==> src/hw/mbis_consts.vh <==
// Constants for the memory and bus integrity supervisor.
// Included by the design files; definitions only.
`ifndef MBIS_CONSTS_VH
`define MBIS_CONSTS_VH

// CRC-32, reflected form of the standard polynomial
`define MBIS_CRC_POLY_REFL 32'hEDB88320
`define MBIS_CRC_INIT 32'hFFFFFFFF
`define MBIS_CRC_XOROUT 32'hFFFFFFFF

// Test patterns for the read/write memory sweep
`define MBIS_PAT_ZERO 1'h0
`define MBIS_PAT_ONE 1'h1

// Bus silence limit in clock cycles
`define MBIS_IDLE_LIMIT 16'h0400

// Inter-transceiver bus test message and wait limit
`define MBIS_XTEST_MSG 8'hA5
`define MBIS_XTEST_WAIT 8'hFF

`endif

==> src/hw/mbis_crc32_step.v <==
// One byte step of reflected CRC-32.
// Pure combinational; caller holds the running register.
`timescale 1ns/10ps
`default_nettype none
`include "mbis_consts.vh"

module mbis_crc32_step (
  // Running value and new byte
  input wire [31:0] crc_in,
  input wire [7:0] data_in,
  // Updated value
  output reg [31:0] crc_out
);
  integer i;

  // Bitwise shift, LSB first
  always @* begin
    crc_out = crc_in ^ {24'h000000, data_in};
    for (i = 0; i < 8; i = i + 1) begin
      if (crc_out[0]) begin
        crc_out = (crc_out >> 1) ^ `MBIS_CRC_POLY_REFL;
      end else begin
        crc_out = crc_out >> 1;
      end
    end
  end
endmodule

`default_nettype wire

==> src/hw/mbis_top.v <==
// Memory and bus integrity supervisor: boot test sequencer, RAM parity,
// NVM CRC-32 (boot, continuous, copy), bus supervision, X-bus test.
// Assumes one clock, memories answer reads one cycle after the request.
`timescale 1ns/10ps
`default_nettype none
`include "mbis_consts.vh"

module mbis_top #(
  parameter AW = 10,
  parameter DW = 8
) (
  // Clock, reset, enable
  input wire core_clk_in,
  input wire rst_in,
  input wire clk_en_in,
  // Boot control
  input wire restart_req_in,
  input wire odd_parity_sel_in,
  input wire [AW-1:0] ram_last_in,
  input wire [AW-1:0] nvm_used_last_in,
  input wire [31:0] nvm_ref_crc_in,
  input wire hw_check_ok_in,
  output reg app_start_ok_out,
  output reg boot_done_out,
  output reg boot_pass_out,
  output reg cpu_reset_out,
  // Test RAM port (sweep; one-cycle read)
  output reg ram_we_out,
  output reg [AW-1:0] ram_addr_out,
  output reg [DW-1:0] ram_wdata_out,
  input wire [DW-1:0] ram_rdata_in,
  // Operational RAM parity (word plus stored parity)
  input wire op_wr_in,
  input wire [DW-1:0] op_wdata_in,
  output reg op_wpar_out,
  input wire op_rd_valid_in,
  input wire [DW-1:0] op_rdata_in,
  input wire op_rpar_in,
  output reg parity_fault_out,
  // NVM / copy byte streams for CRC
  input wire nvm_byte_valid_in,
  input wire [7:0] nvm_byte_in,
  input wire nvm_end_in,
  input wire copy_byte_valid_in,
  input wire [7:0] copy_byte_in,
  input wire copy_end_in,
  output reg crc_fault_out,
  // Supervised bus (multi-unit only)
  input wire bus_active_in,
  input wire bus_tx_valid_in,
  input wire [7:0] bus_tx_data_in,
  input wire [7:0] bus_obs_in,
  input wire bus_rx_valid_in,
  input wire [7:0] bus_rx_data_in,
  input wire bus_rx_par_in,
  output reg bus_fault_out,
  // Inter-transceiver bus test
  input wire tx_enable_in,
  input wire dual_transmitter_combining_mode_in,
  output reg xbus_tx_valid_out,
  output reg [7:0] xbus_tx_data_out,
  input wire xbus_master_rx_valid_in,
  input wire [7:0] xbus_master_rx_in,
  input wire xbus_slave_rx_valid_in,
  input wire [7:0] xbus_slave_rx_in,
  output reg xtest_done_out,
  output reg xtest_pass_out,
  output reg combine_go_out
);
  // One-hot boot states
  localparam S_IDLE = 7'h01;
  localparam S_RWR = 7'h02;
  localparam S_RRD = 7'h04;
  localparam S_NVM = 7'h08;
  localparam S_HW = 7'h10;
  localparam S_DONE = 7'h20;
  localparam S_HALT = 7'h40;

  reg [6:0] state_reg;
  reg pat_reg;
  reg rd_pend_reg;
  reg odd_sel_reg;
  reg strap_taken_reg;
  reg [31:0] nvm_crc_reg;
  reg [AW-1:0] nvm_cnt_reg;
  reg nvm_skip_reg;
  reg [31:0] cont_crc_reg;
  reg [31:0] copy_crc_reg;
  reg [31:0] src_crc_reg;
  reg [15:0] idle_cnt_reg;
  reg bus_tx_prev_reg;
  reg [7:0] bus_tx_prev_data_reg;
  reg xt_busy_reg;
  reg xt_m_reg;
  reg xt_s_reg;
  reg xt_fail_reg;
  reg [7:0] xt_cnt_reg;
  reg xt_en_prev_reg;
  wire [31:0] nvm_crc_next;
  wire [31:0] copy_crc_next;
  wire [DW-1:0] pat_word;
  wire boot_nvm_byte;

  assign pat_word = {DW{pat_reg}};
  assign boot_nvm_byte = (state_reg == S_NVM) && nvm_byte_valid_in && !nvm_skip_reg;

  // Shared CRC step for NVM stream (boot and continuous use same feed)
  mbis_crc32_step u_nvm_crc (
    .crc_in(state_reg == S_NVM ? nvm_crc_reg : cont_crc_reg),
    .data_in(nvm_byte_in),
    .crc_out(nvm_crc_next)
  );

  // Copy destination stream
  mbis_crc32_step u_copy_crc (
    .crc_in(copy_crc_reg),
    .data_in(copy_byte_in),
    .crc_out(copy_crc_next)
  );

  // Parity sense strap caught after release, never under async reset
  always @(posedge core_clk_in or posedge rst_in) begin
    if (rst_in) begin
      odd_sel_reg <= 1'h0;
      strap_taken_reg <= 1'h0;
    end else if (clk_en_in && !strap_taken_reg) begin
      odd_sel_reg <= odd_parity_sel_in;
      strap_taken_reg <= 1'h1;
    end
  end

  // Boot sequencer: RAM sweep, NVM CRC, hardware check, result
  always @(posedge core_clk_in or posedge rst_in) begin
    if (rst_in) begin
      state_reg <= S_IDLE;
      pat_reg <= `MBIS_PAT_ZERO;
      rd_pend_reg <= 1'h0;
      nvm_crc_reg <= `MBIS_CRC_INIT;
      nvm_cnt_reg <= {AW{1'b0}};
      nvm_skip_reg <= 1'h0;
      ram_we_out <= 1'h0;
      ram_addr_out <= {AW{1'b0}};
      ram_wdata_out <= {DW{1'b0}};
      app_start_ok_out <= 1'h0;
      boot_done_out <= 1'h0;
      boot_pass_out <= 1'h0;
      cpu_reset_out <= 1'h0;
    end else if (clk_en_in) begin
      ram_we_out <= 1'h0;
      rd_pend_reg <= 1'h0;
      case (state_reg)
        S_IDLE: begin
          if (restart_req_in && strap_taken_reg) begin
            state_reg <= S_RWR;
            boot_pass_out <= 1'h0;
            app_start_ok_out <= 1'h0;
            boot_done_out <= 1'h0;
            pat_reg <= `MBIS_PAT_ZERO;
            ram_addr_out <= {AW{1'b0}};
          end
        end
        S_RWR: begin
          // Destructive fill with current pattern
          ram_we_out <= 1'h1;
          ram_wdata_out <= pat_word;
          if (ram_we_out && ram_addr_out == ram_last_in) begin
            ram_we_out <= 1'h0;
            ram_addr_out <= {AW{1'b0}};
            state_reg <= S_RRD;
          end else if (ram_we_out) begin
            ram_addr_out <= ram_addr_out + 1'b1;
          end
        end
        S_RRD: begin
          // Request, then compare on the following cycle
          rd_pend_reg <= !rd_pend_reg;
          if (rd_pend_reg) begin
            if (ram_rdata_in != pat_word) begin
              state_reg <= S_HALT;
              cpu_reset_out <= 1'h1;
            end else if (ram_addr_out == ram_last_in) begin
              ram_addr_out <= {AW{1'b0}};
              if (pat_reg == `MBIS_PAT_ZERO) begin
                pat_reg <= `MBIS_PAT_ONE;
                state_reg <= S_RWR;
              end else begin
                state_reg <= S_NVM;
                nvm_crc_reg <= `MBIS_CRC_INIT;
                nvm_cnt_reg <= {AW{1'b0}};
                nvm_skip_reg <= 1'h0;
              end
            end else begin
              ram_addr_out <= ram_addr_out + 1'b1;
            end
          end
        end
        S_NVM: begin
          // Bytes past the used range are preset filler, so they are skipped
          if (boot_nvm_byte) begin
            nvm_crc_reg <= nvm_crc_next;
            nvm_cnt_reg <= nvm_cnt_reg + 1'b1;
            nvm_skip_reg <= (nvm_cnt_reg == nvm_used_last_in);
          end
          if (nvm_end_in) begin
            if ((nvm_crc_reg ^ `MBIS_CRC_XOROUT) != nvm_ref_crc_in) begin
              state_reg <= S_DONE;
              boot_pass_out <= 1'h0;
              boot_done_out <= 1'h1;
            end else begin
              state_reg <= S_HW;
            end
          end
        end
        S_HW: begin
          // Single verdict from the non-disturbing hardware check
          state_reg <= S_DONE;
          boot_pass_out <= hw_check_ok_in;
          boot_done_out <= 1'h1;
          app_start_ok_out <= hw_check_ok_in;
        end
        S_DONE: begin
          if (restart_req_in) begin
            state_reg <= S_RWR;
            boot_pass_out <= 1'h0;
            app_start_ok_out <= 1'h0;
            boot_done_out <= 1'h0;
            pat_reg <= `MBIS_PAT_ZERO;
            ram_addr_out <= {AW{1'b0}};
          end
        end
        S_HALT: begin
          // Permanent stop; only reset leaves this state
          cpu_reset_out <= 1'h1;
        end
        default: state_reg <= S_IDLE;
      endcase
    end
  end

  // Parity generate on write, check on read
  always @(posedge core_clk_in or posedge rst_in) begin
    if (rst_in) begin
      op_wpar_out <= 1'h0;
      parity_fault_out <= 1'h0;
    end else if (clk_en_in) begin
      if (op_wr_in) begin
        op_wpar_out <= (^op_wdata_in) ^ odd_sel_reg;
      end
      parity_fault_out <= op_rd_valid_in &&
        (((^op_rdata_in) ^ op_rpar_in) != odd_sel_reg);
    end
  end

  // Continuous NVM and copy CRCs; fault pulse to the collector
  always @(posedge core_clk_in or posedge rst_in) begin
    if (rst_in) begin
      cont_crc_reg <= `MBIS_CRC_INIT;
      copy_crc_reg <= `MBIS_CRC_INIT;
      src_crc_reg <= `MBIS_CRC_INIT;
      crc_fault_out <= 1'h0;
    end else if (clk_en_in) begin
      crc_fault_out <= 1'h0;
      if (state_reg != S_NVM) begin
        if (nvm_byte_valid_in) begin
          cont_crc_reg <= nvm_crc_next;
        end
        if (nvm_end_in) begin
          // Final source value kept for copy comparison
          src_crc_reg <= cont_crc_reg ^ `MBIS_CRC_XOROUT;
          cont_crc_reg <= `MBIS_CRC_INIT;
          if ((cont_crc_reg ^ `MBIS_CRC_XOROUT) != nvm_ref_crc_in) begin
            crc_fault_out <= 1'h1;
          end
        end
      end
      if (copy_byte_valid_in) begin
        copy_crc_reg <= copy_crc_next;
      end
      if (copy_end_in) begin
        copy_crc_reg <= `MBIS_CRC_INIT;
        // Sets only, so a source fault in the same cycle is not lost
        if ((copy_crc_reg ^ `MBIS_CRC_XOROUT) != src_crc_reg) begin
          crc_fault_out <= 1'h1;
        end
      end
    end
  end

  // Bus supervision: echo compare, embedded parity, traffic presence.
  // Inputs connect only to shared multi-unit buses.
  always @(posedge core_clk_in or posedge rst_in) begin
    if (rst_in) begin
      idle_cnt_reg <= 16'h0000;
      bus_tx_prev_reg <= 1'h0;
      bus_tx_prev_data_reg <= 8'h00;
      bus_fault_out <= 1'h0;
    end else if (clk_en_in) begin
      bus_tx_prev_reg <= bus_tx_valid_in;
      bus_tx_prev_data_reg <= bus_tx_data_in;
      if (!bus_active_in) begin
        idle_cnt_reg <= 16'h0000;
        bus_fault_out <= 1'h0;
      end else begin
        // Runs whenever bus functions run
        if (bus_rx_valid_in || bus_tx_valid_in) begin
          idle_cnt_reg <= 16'h0000;
        end else if (idle_cnt_reg != `MBIS_IDLE_LIMIT) begin
          idle_cnt_reg <= idle_cnt_reg + 16'h0001;
        end
        // One-cycle disturbance pulses; collector does filtering
        bus_fault_out <=
          (bus_tx_prev_reg && (bus_obs_in != bus_tx_prev_data_reg)) ||
          (bus_rx_valid_in && ((^bus_rx_data_in) != bus_rx_par_in)) ||
          (idle_cnt_reg == `MBIS_IDLE_LIMIT - 16'h0001);
      end
    end
  end

  // Inter-transceiver bus receiver test on combining-mode enable
  always @(posedge core_clk_in or posedge rst_in) begin
    if (rst_in) begin
      xt_en_prev_reg <= 1'h0;
      xt_busy_reg <= 1'h0;
      xt_m_reg <= 1'h0;
      xt_s_reg <= 1'h0;
      xt_fail_reg <= 1'h0;
      xt_cnt_reg <= 8'h00;
      xbus_tx_valid_out <= 1'h0;
      xbus_tx_data_out <= 8'h00;
      xtest_done_out <= 1'h0;
      xtest_pass_out <= 1'h0;
      combine_go_out <= 1'h0;
    end else if (clk_en_in) begin
      xt_en_prev_reg <= tx_enable_in;
      xbus_tx_valid_out <= 1'h0;
      if (!tx_enable_in) begin
        combine_go_out <= 1'h0;
      end
      if (tx_enable_in && !xt_en_prev_reg && dual_transmitter_combining_mode_in
          && !xt_busy_reg) begin
        xt_busy_reg <= 1'h1;
        combine_go_out <= 1'h0;
        xtest_done_out <= 1'h0;
        xt_m_reg <= 1'h0;
        xt_s_reg <= 1'h0;
        xt_fail_reg <= 1'h0;
        xt_cnt_reg <= 8'h00;
        xbus_tx_valid_out <= 1'h1;
        xbus_tx_data_out <= `MBIS_XTEST_MSG;
      end else if (xt_busy_reg) begin
        xt_cnt_reg <= xt_cnt_reg + 8'h01;
        if (xbus_master_rx_valid_in) begin
          xt_m_reg <= xt_m_reg | (xbus_master_rx_in == `MBIS_XTEST_MSG);
        end
        if (xbus_slave_rx_valid_in) begin
          xt_s_reg <= xt_s_reg | (xbus_slave_rx_in == `MBIS_XTEST_MSG);
        end
        // One term per side, as both echoes may land in the same cycle
        xt_fail_reg <= xt_fail_reg |
          (xbus_master_rx_valid_in && (xbus_master_rx_in != `MBIS_XTEST_MSG)) |
          (xbus_slave_rx_valid_in && (xbus_slave_rx_in != `MBIS_XTEST_MSG));
        if ((xt_m_reg && xt_s_reg) || xt_fail_reg || xt_cnt_reg == `MBIS_XTEST_WAIT) begin
          xt_busy_reg <= 1'h0;
          xtest_done_out <= 1'h1;
          xtest_pass_out <= xt_m_reg && xt_s_reg && !xt_fail_reg;
          combine_go_out <= xt_m_reg && xt_s_reg && !xt_fail_reg && tx_enable_in;
        end
      end
    end
  end
endmodule

`default_nettype wire

==> config.mk <==
export PLATFORM = sky130hd
export DESIGN_NAME = mbis_top
export DESIGN_NICKNAME = d
export VERILOG_FILES = /design/src/hw/mbis_crc32_step.v /design/src/hw/mbis_top.v
export VERILOG_INCLUDE_DIRS = /design/src /design/src/hw
export SDC_FILE = /design/constraint.sdc
export NUM_CORES = 1
export LEC_CHECK = 0
export CORE_AREA = 2 2 156 143
export DETAILED_ROUTE_END_ITERATION = 7
export DIE_AREA = 0 0 158 145
export DONT_BUFFER_PORTS = 1
export PLACE_DENSITY = 0.75
export SETUP_SLACK_MARGIN = 0.2
export SYNTH_ARGS = -nofsm -noshare
export SYNTH_HDL_FRONTEND = slang
export SYNTH_SLANG_ARGS = --single-unit
==> constraint.sdc <==
create_clock -name core_clk_in -period 11.3 [get_ports core_clk_in]
set_input_delay 1.13 -clock core_clk_in [delete_from_list [all_inputs] [get_ports core_clk_in]]
set_output_delay 1.13 -clock core_clk_in [all_outputs]
set_load 0.01 [all_outputs]
# Yosys cells after proc, flatten, opt, wreduce, memory -nomap -nowiden
# Cells that the tools add are included.
# W data, S select, Z words.
# classes
n_addsub,4
multipliers,0
n_div,0
order_cmp,0
n_eq_ne,38
shifts,0
muxes,106
bitwise,29
reduce_logical,61
# ops
operator,count
$mux W32,26
$not A13 Y14,16
$mux W10,12
$ne A32 B32 Y1,3
$not A32 Y32,3
$pmux W32 S2,1
$xor A32 B8 Y32,2
$mux W7,7
$pmux W7 S7,1
$mux W16,3
$mux W1,44
$pmux W10 S4,1
$eq A8 B8 Y1 const B,3
$reduce_xor A8 Y1,3
$reduce_and A7 Y1,3
$add A10 B1 Y10 const B,2
$eq A10 B10 Y1,2
$ne A2 B2 Y1 const B,10
$pmux W10 S2,1
$add A16 B1 Y16 const B,1
$eq A16 B10 Y1 const B,1
$logic_and A1 B1 Y1,16
$mux W8,2
$ne A16 B11 Y1 const B,1
other kinds (33),74
# totals
ff_bits,213
latchBits,0
ramBits,0
rom_bits,0
input_bits,153
out_inout_bits,39
mem_count,0

# Logic depth before layout (Yosys ltp)
# logic_depth
depth_word,21
ltp_mapped,10

# By module
# A second synthesis with hierarchy kept.
# unflattened
hier_cells,1439
area_unflattened_um2,13593.0
# modules_own_cells
module,n_inst,cells_per_inst,area_per_inst_um2,seq_area_each_um2
mbis_top,1,1305,11688.7,5491.5
mbis_crc32_step,2,67,952.2,0.0

# Least setup slack after synthesis
# OpenSTA, ideal clock, no wires.
# synth_timing
path_type,in2reg
startpoint,in ram_last_in[2]
endpoint,reg nvm_crc_reg[14]
setup_ns,0.089
arrival_ns,3.001
setup_slack_ns,8.210
path_stages,9
n_path_buf,2
cell_sequence,xnor2_1 > nand4_1 > nor4_1 > a31oi_1 > or2_2 > clkbuf_1 > nor2_1 > clkbuf_1 > a21oi_1
# synth_between
elab_chain_len,3
# synth_lines
item,line,source
start: declaration,mbis_top.v:19,"input wire [AW-1:0] ram_last_in,"
$eq A10 B10 Y1,mbis_top.v:181,end else if (ram_addr_out == ram_last_in) begin
$ne A2 B2 Y1 (no line),n/a,
$reduce_and A7 Y1 (no line),n/a,
end signal: assignment,mbis_top.v:138,nvm_crc_reg <= `MBIS_CRC_INIT;
end signal: assignment,mbis_top.v:188,nvm_crc_reg <= `MBIS_CRC_INIT;
end signal: assignment,mbis_top.v:200,nvm_crc_reg <= nvm_crc_next;
end: declaration,mbis_top.v:84,reg [31:0] nvm_crc_reg;
# Every way passes these cells.
# A chain may end at the register's enable or synchronous reset.

# Worst setup path in the final report
# layout_timing
startpoint,reg state_reg[5]
endpoint,reg nvm_crc_reg[19]
# layout_between
elab_chain_len,19
# layout_lines
item,line,source
start: declaration,mbis_top.v:79,reg [6:0] state_reg;
start signal: assignment,mbis_top.v:135,state_reg <= S_IDLE;
start signal: assignment,mbis_top.v:154,state_reg <= S_RWR;
start signal: assignment,mbis_top.v:169,state_reg <= S_RRD;
$eq A7 B4 Y1,"mbis_top.v:105, mbis_top.v:109, mbis_top.v:151",
$mux W32,mbis_top.v:109,".crc_in(state_reg == S_NVM ? nvm_crc_reg : cont_crc_reg),"
$xor A32 B8 Y32,mbis_crc32_step.v:18,"crc_out = crc_in ^ {24'h000000, data_in};"
$not A13 Y14 (no line),n/a,
$mux W32 (2 in series),mbis_crc32_step.v:20,if (crc_out[0]) begin
$not A13 Y14 (no line),n/a,
$mux W32,mbis_crc32_step.v:20,
$not A13 Y14 (no line),n/a,
$mux W32 (2 in series),mbis_crc32_step.v:20,
$not A13 Y14 (no line),n/a,
$mux W32,mbis_crc32_step.v:20,
$not A13 Y14 (no line),n/a,
$mux W32,mbis_crc32_step.v:20,
$not A13 Y14 (no line),n/a,
$mux W32,mbis_crc32_step.v:20,
$mux W32,mbis_top.v:199,if (boot_nvm_byte) begin
$pmux W32 S2,mbis_top.v:151,case (state_reg)
# Several ways; a longest one is shown, not always the timed one. The select of a mux whose other input is x is not followed.

==> impl_metrics.csv <==
group,metric,value,unit
timing,min_period_over_period,0.3212,
timing,finalSetupViolations,0,
worst_setup_path,critPathRequiredTime,11.70,ns
floorplanning,io_pins,192,
clock_tree,clock_latency,0.51,ns
yosys,synthFlopType,"dfstp_2",
timing,min_period,3.630,ns
drt,m1WireLength,14010,µm
drt,route.top_layer_used,"met4",
clock_tree,path_clk_slew,0.06,ns
timing,max_clock_freq,0.2755,GHz
yosys,synth_cells,1284,
final_layout,n_antenna_cell,0,
floorplanning,initial_core_util,0.5901,
clock_tree,clock_sinks,213,
clock_tree,cts-resized-gates,0,
drt,firstDrtPassIters,5,
yosys,async_flop_share,1.000,
pwr,powerDensity,266.8,nW/µm²
grt,grt_pass1_vias,8986,
clock_tree,post_cts_buffers,0,
flow_run,maxCapViolations,0,
grt,grt_max_degree,138,
worst_hold_path,hold_path.startpoint,"src_crc_reg[23]$_DFFE_PP1P_",
final_layout,areaGrowthSynthToFinish,7.690,%
clock_tree,cts_root_buf,"clkbuf_16",
clock_tree,ctsHtreeMaxLevel,1,
timing,worstMarginPinSlew,1.207,ns
timing,slew_headroom,0.1942,
yosys,ys_seq_elements,213,
pwr,peakVddDrop,162.1,µV
yosys,synth.avg_cell_area,9.795,µm²
clock_tree,cts_hold_buf,0,
worst_hold_path,holdCritPathClass,"reg2reg",
placed_design,numPortBuffers,0,
final_layout,multi_input_area,6756,µm²
worst_setup_path,arrival,4.03,ns
worst_setup_path,worst-setup-path-type,"reg2reg",
drt,dr_total_vias,9231,
worst_setup_path,endpoint_kind,"register",
drt,drtIter0Drc,841,
drt,viasPerCell,5.902,
clock_tree,cts_buffers,22,
worst_hold_path,whs_path_depth,2,
placed_design,post-place-ws,7.435,ns
drt,wl_met2,13750,µm
clock_tree,clockBufferDepth,3,
worst_setup_path,r2r-end,"nvm_crc_reg[19]$_DFFE_PP1P_",
drt,wl_per_cell,19.86,µm
yosys,ys_seq_area_frac,0.4366,
grt,antenna_found_initial,0,
run_status,outcome,"completed",
timing,rsz0062_at_grt,"no",
drt,drc,0,
final_layout,nFillCells,1776,
final_layout,final-seq-area,5492,µm²
floorplanning,die_h,145,µm
timing,worst_slack,7.670,ns
grt,globalRouteOverflowTotal,0,
worst_setup_path,cp-start-kind,"register",
floorplanning,coreArea,21310,µm²
final_layout,layout-drive-gt1-share,0.1736,
grt,grt_usage,0.2726,
placed_design,hpwl,22290,µm
yosys,ys_types,58,
timing,fin_tns_setup,0,ns
timing,finalMaxSlewViolations,0,
worst_setup_path,regToRegSetupSlack,7.67,ns
clock_tree,cts_tree,"done",
yosys,yosys_warnings,0,
worst_setup_path,cp_max_fo,27,
timing,hold_viol_final,0,
drt,wl_met3,2570,µm
worst_hold_path,holdPathEnd,"src_crc_reg[23]$_DFFE_PP1P_",
floorplanning,rows,51,
placed_design,gp_congestion,1.005,
yosys,synth_area,12580,µm²
yosys,synth-edff-count,0,
grt,grt_pass1_wl,49520,µm
pwr,p_leak,5.427,nW
worst_setup_path,ff2ff_path_depth,9,
timing,clock-skew-final,0.02216,ns
drt,ant_nets,0,
worst_setup_path,r2r_start,"state_reg[5]$_DFFE_PP0P_",
floorplanning,dieArea,22910,µm²
final_layout,final_nets,1415,
drt,drt_wl_total,31070,µm
floorplanning,fp.dieW,158,µm
[cells in the final DEF, fill, tap and decap left out, types with 7 or more instances in the layout]
| cell type | netlist | routed |
|---|---|---|
| o31ai_1 | 11 | 11 |
| nand3_1 | 18 | 17 |
| mux2i_1 | 29 | 29 |
| o21ai_0 | 90 | 90 |
| inv_1 | 20 | 19 |
| dfrtp_1 | 84 | 84 |
| a31oi_1 | 11 | 11 |
| o22a_1 | 19 | 19 |
| and3_1 | 12 | 12 |
| xor2_1 | 156 | 156 |
| or2_2 | 10 | 10 |
| nand2_1 | 86 | 85 |
| nor2_1 | 137 | 133 |
| a21oi_1 | 86 | 86 |
| buf_4 | 15 | 7 |
| nand4_1 | 35 | 35 |
| mux2_2 | 15 | 15 |
| clkbuf_16 | 0 | 24 |
| nor3_1 | 17 | 17 |
| nor2b_1 | 7 | 7 |
| xnor2_1 | 155 | 155 |
| dfstp_2 | 129 | 129 |
| nor4_1 | 20 | 20 |
[how the worst max path moves through the flow]
stage / from / end / depth (start not counted)
5_1_grt: state_reg[1]$_DFFE_PP0P_ / cont_crc_reg[19]$_DFFE_PP1P_ / 9
4_1_cts: state_reg[5]$_DFFE_PP0P_ / nvm_crc_reg[19]$_DFFE_PP1P_ / 9
6_report: state_reg[5]$_DFFE_PP0P_ / nvm_crc_reg[19]$_DFFE_PP1P_ / 9
3_5_place_dp: ram_last_in[2] / nvm_crc_reg[1]$_DFFE_PP1P_ / 7
3_3_place_gp: ram_last_in[7] / nvm_crc_reg[27]$_DFFE_PP1P_ / 7
2_1_floorplan: rst_in / app_start_ok_out$_DFFE_PP0P_ / 1
[cells in the mapped netlist, types with 29 or more instances]
| master | number | area, µm² |
|---|---|---|
| mux2i_1 | 29 | 290.3 |
| dfrtp_1 | 84 | 2102 |
| a21oi_1 | 86 | 430.4 |
| o21ai_0 | 90 | 450.4 |
| nand4_1 | 35 | 219.0 |
| dfstp_2 | 129 | 3390 |
| xnor2_1 | 155 | 1358 |
| clkbuf_1 | 41 | 153.9 |
| nand2_1 | 86 | 322.8 |
| xor2_1 | 156 | 1366 |
| nor2_1 | 137 | 514.2 |
[kinds of logic after synthesis]
kind of cell | Yosys count | synth area share
muxes | 44 | 0.03651
buffers and inverters | 81 | 0.02885
and+or+nand+nor | 374 | 0.1426
other | 1 | 0.0002982
xor gates and xnor gates | 325 | 0.2392
DFF | 213 | 0.4366
AOI/OAI and AO/OA | 241 | 0.1110
adders and majority gates | 5 | 0.004974
[report_power, final]
| part | internal, W | total [W] | switching (W) |
|---|---|---|---|
| Sequential | 0.00105 | 0.00130 | 0.000246 |
| Clock | 0.000487 | 0.000794 | 0.000307 |
| Combinational | 0.000686 | 0.00152 | 0.000837 |
[per-layer routing]
| layer | track usage | vias up |
|---|---|---|
| li1 | - | 4324 |
| met1 | 0.4117 | 4501 |
| met2 | 0.3989 | 350 |
| met3 | 0.06004 | 56 |
| met4 | 0.06712 | 0 |
| met5 | 0 | - |
[worst max-delay path: stages, from the launching register on]
cell	delay [ns]
dfrtp_1	0.43
nor3_1	0.55
nand2_2	0.35
buf_4	0.38
o311ai_1	0.77
xnor2_1	0.28
xor2_1	0.22
xnor2_2	0.20
xnor2_1	0.25
a21oi_1	0.09
[metrics by stage]
step | util | instances | instance area (µm²) | total power [W] | hold WS [ns]
6_report | 0.6355 | 1564 | 13540 | 0.003613 | 0.4879
5_1_grt | 0.6355 | 1564 | 13540 | 0.003821 | 0.4992
4_1_cts | 0.6355 | 1564 | 13540 | 0.003611 | 0.4913
3_5_place_dp | 0.5981 | 1524 | 12750 | 0.002801 | 0.4832
3_3_place_gp | 0.5981 | 1524 | 12750 | 0.002779 | 0.4714
2_1_floorplan | - | 1287 | 12590 | 0.002455 | 0.4510
[final cells by class]
type / count / share of cell area
Clock buffer: 33 / 0.05053
Clock inverter: 7 / 0.008314
Inverter: 20 / 0.006097
Multi-Input combinational cell: 993 / 0.4988
Sequential cell: 213 / 0.4055
Tap cell: 291 / 0.02688
Timing Repair Buffer: 7 / 0.003880
No activity file was read; power rests on OpenSTA's default activity.
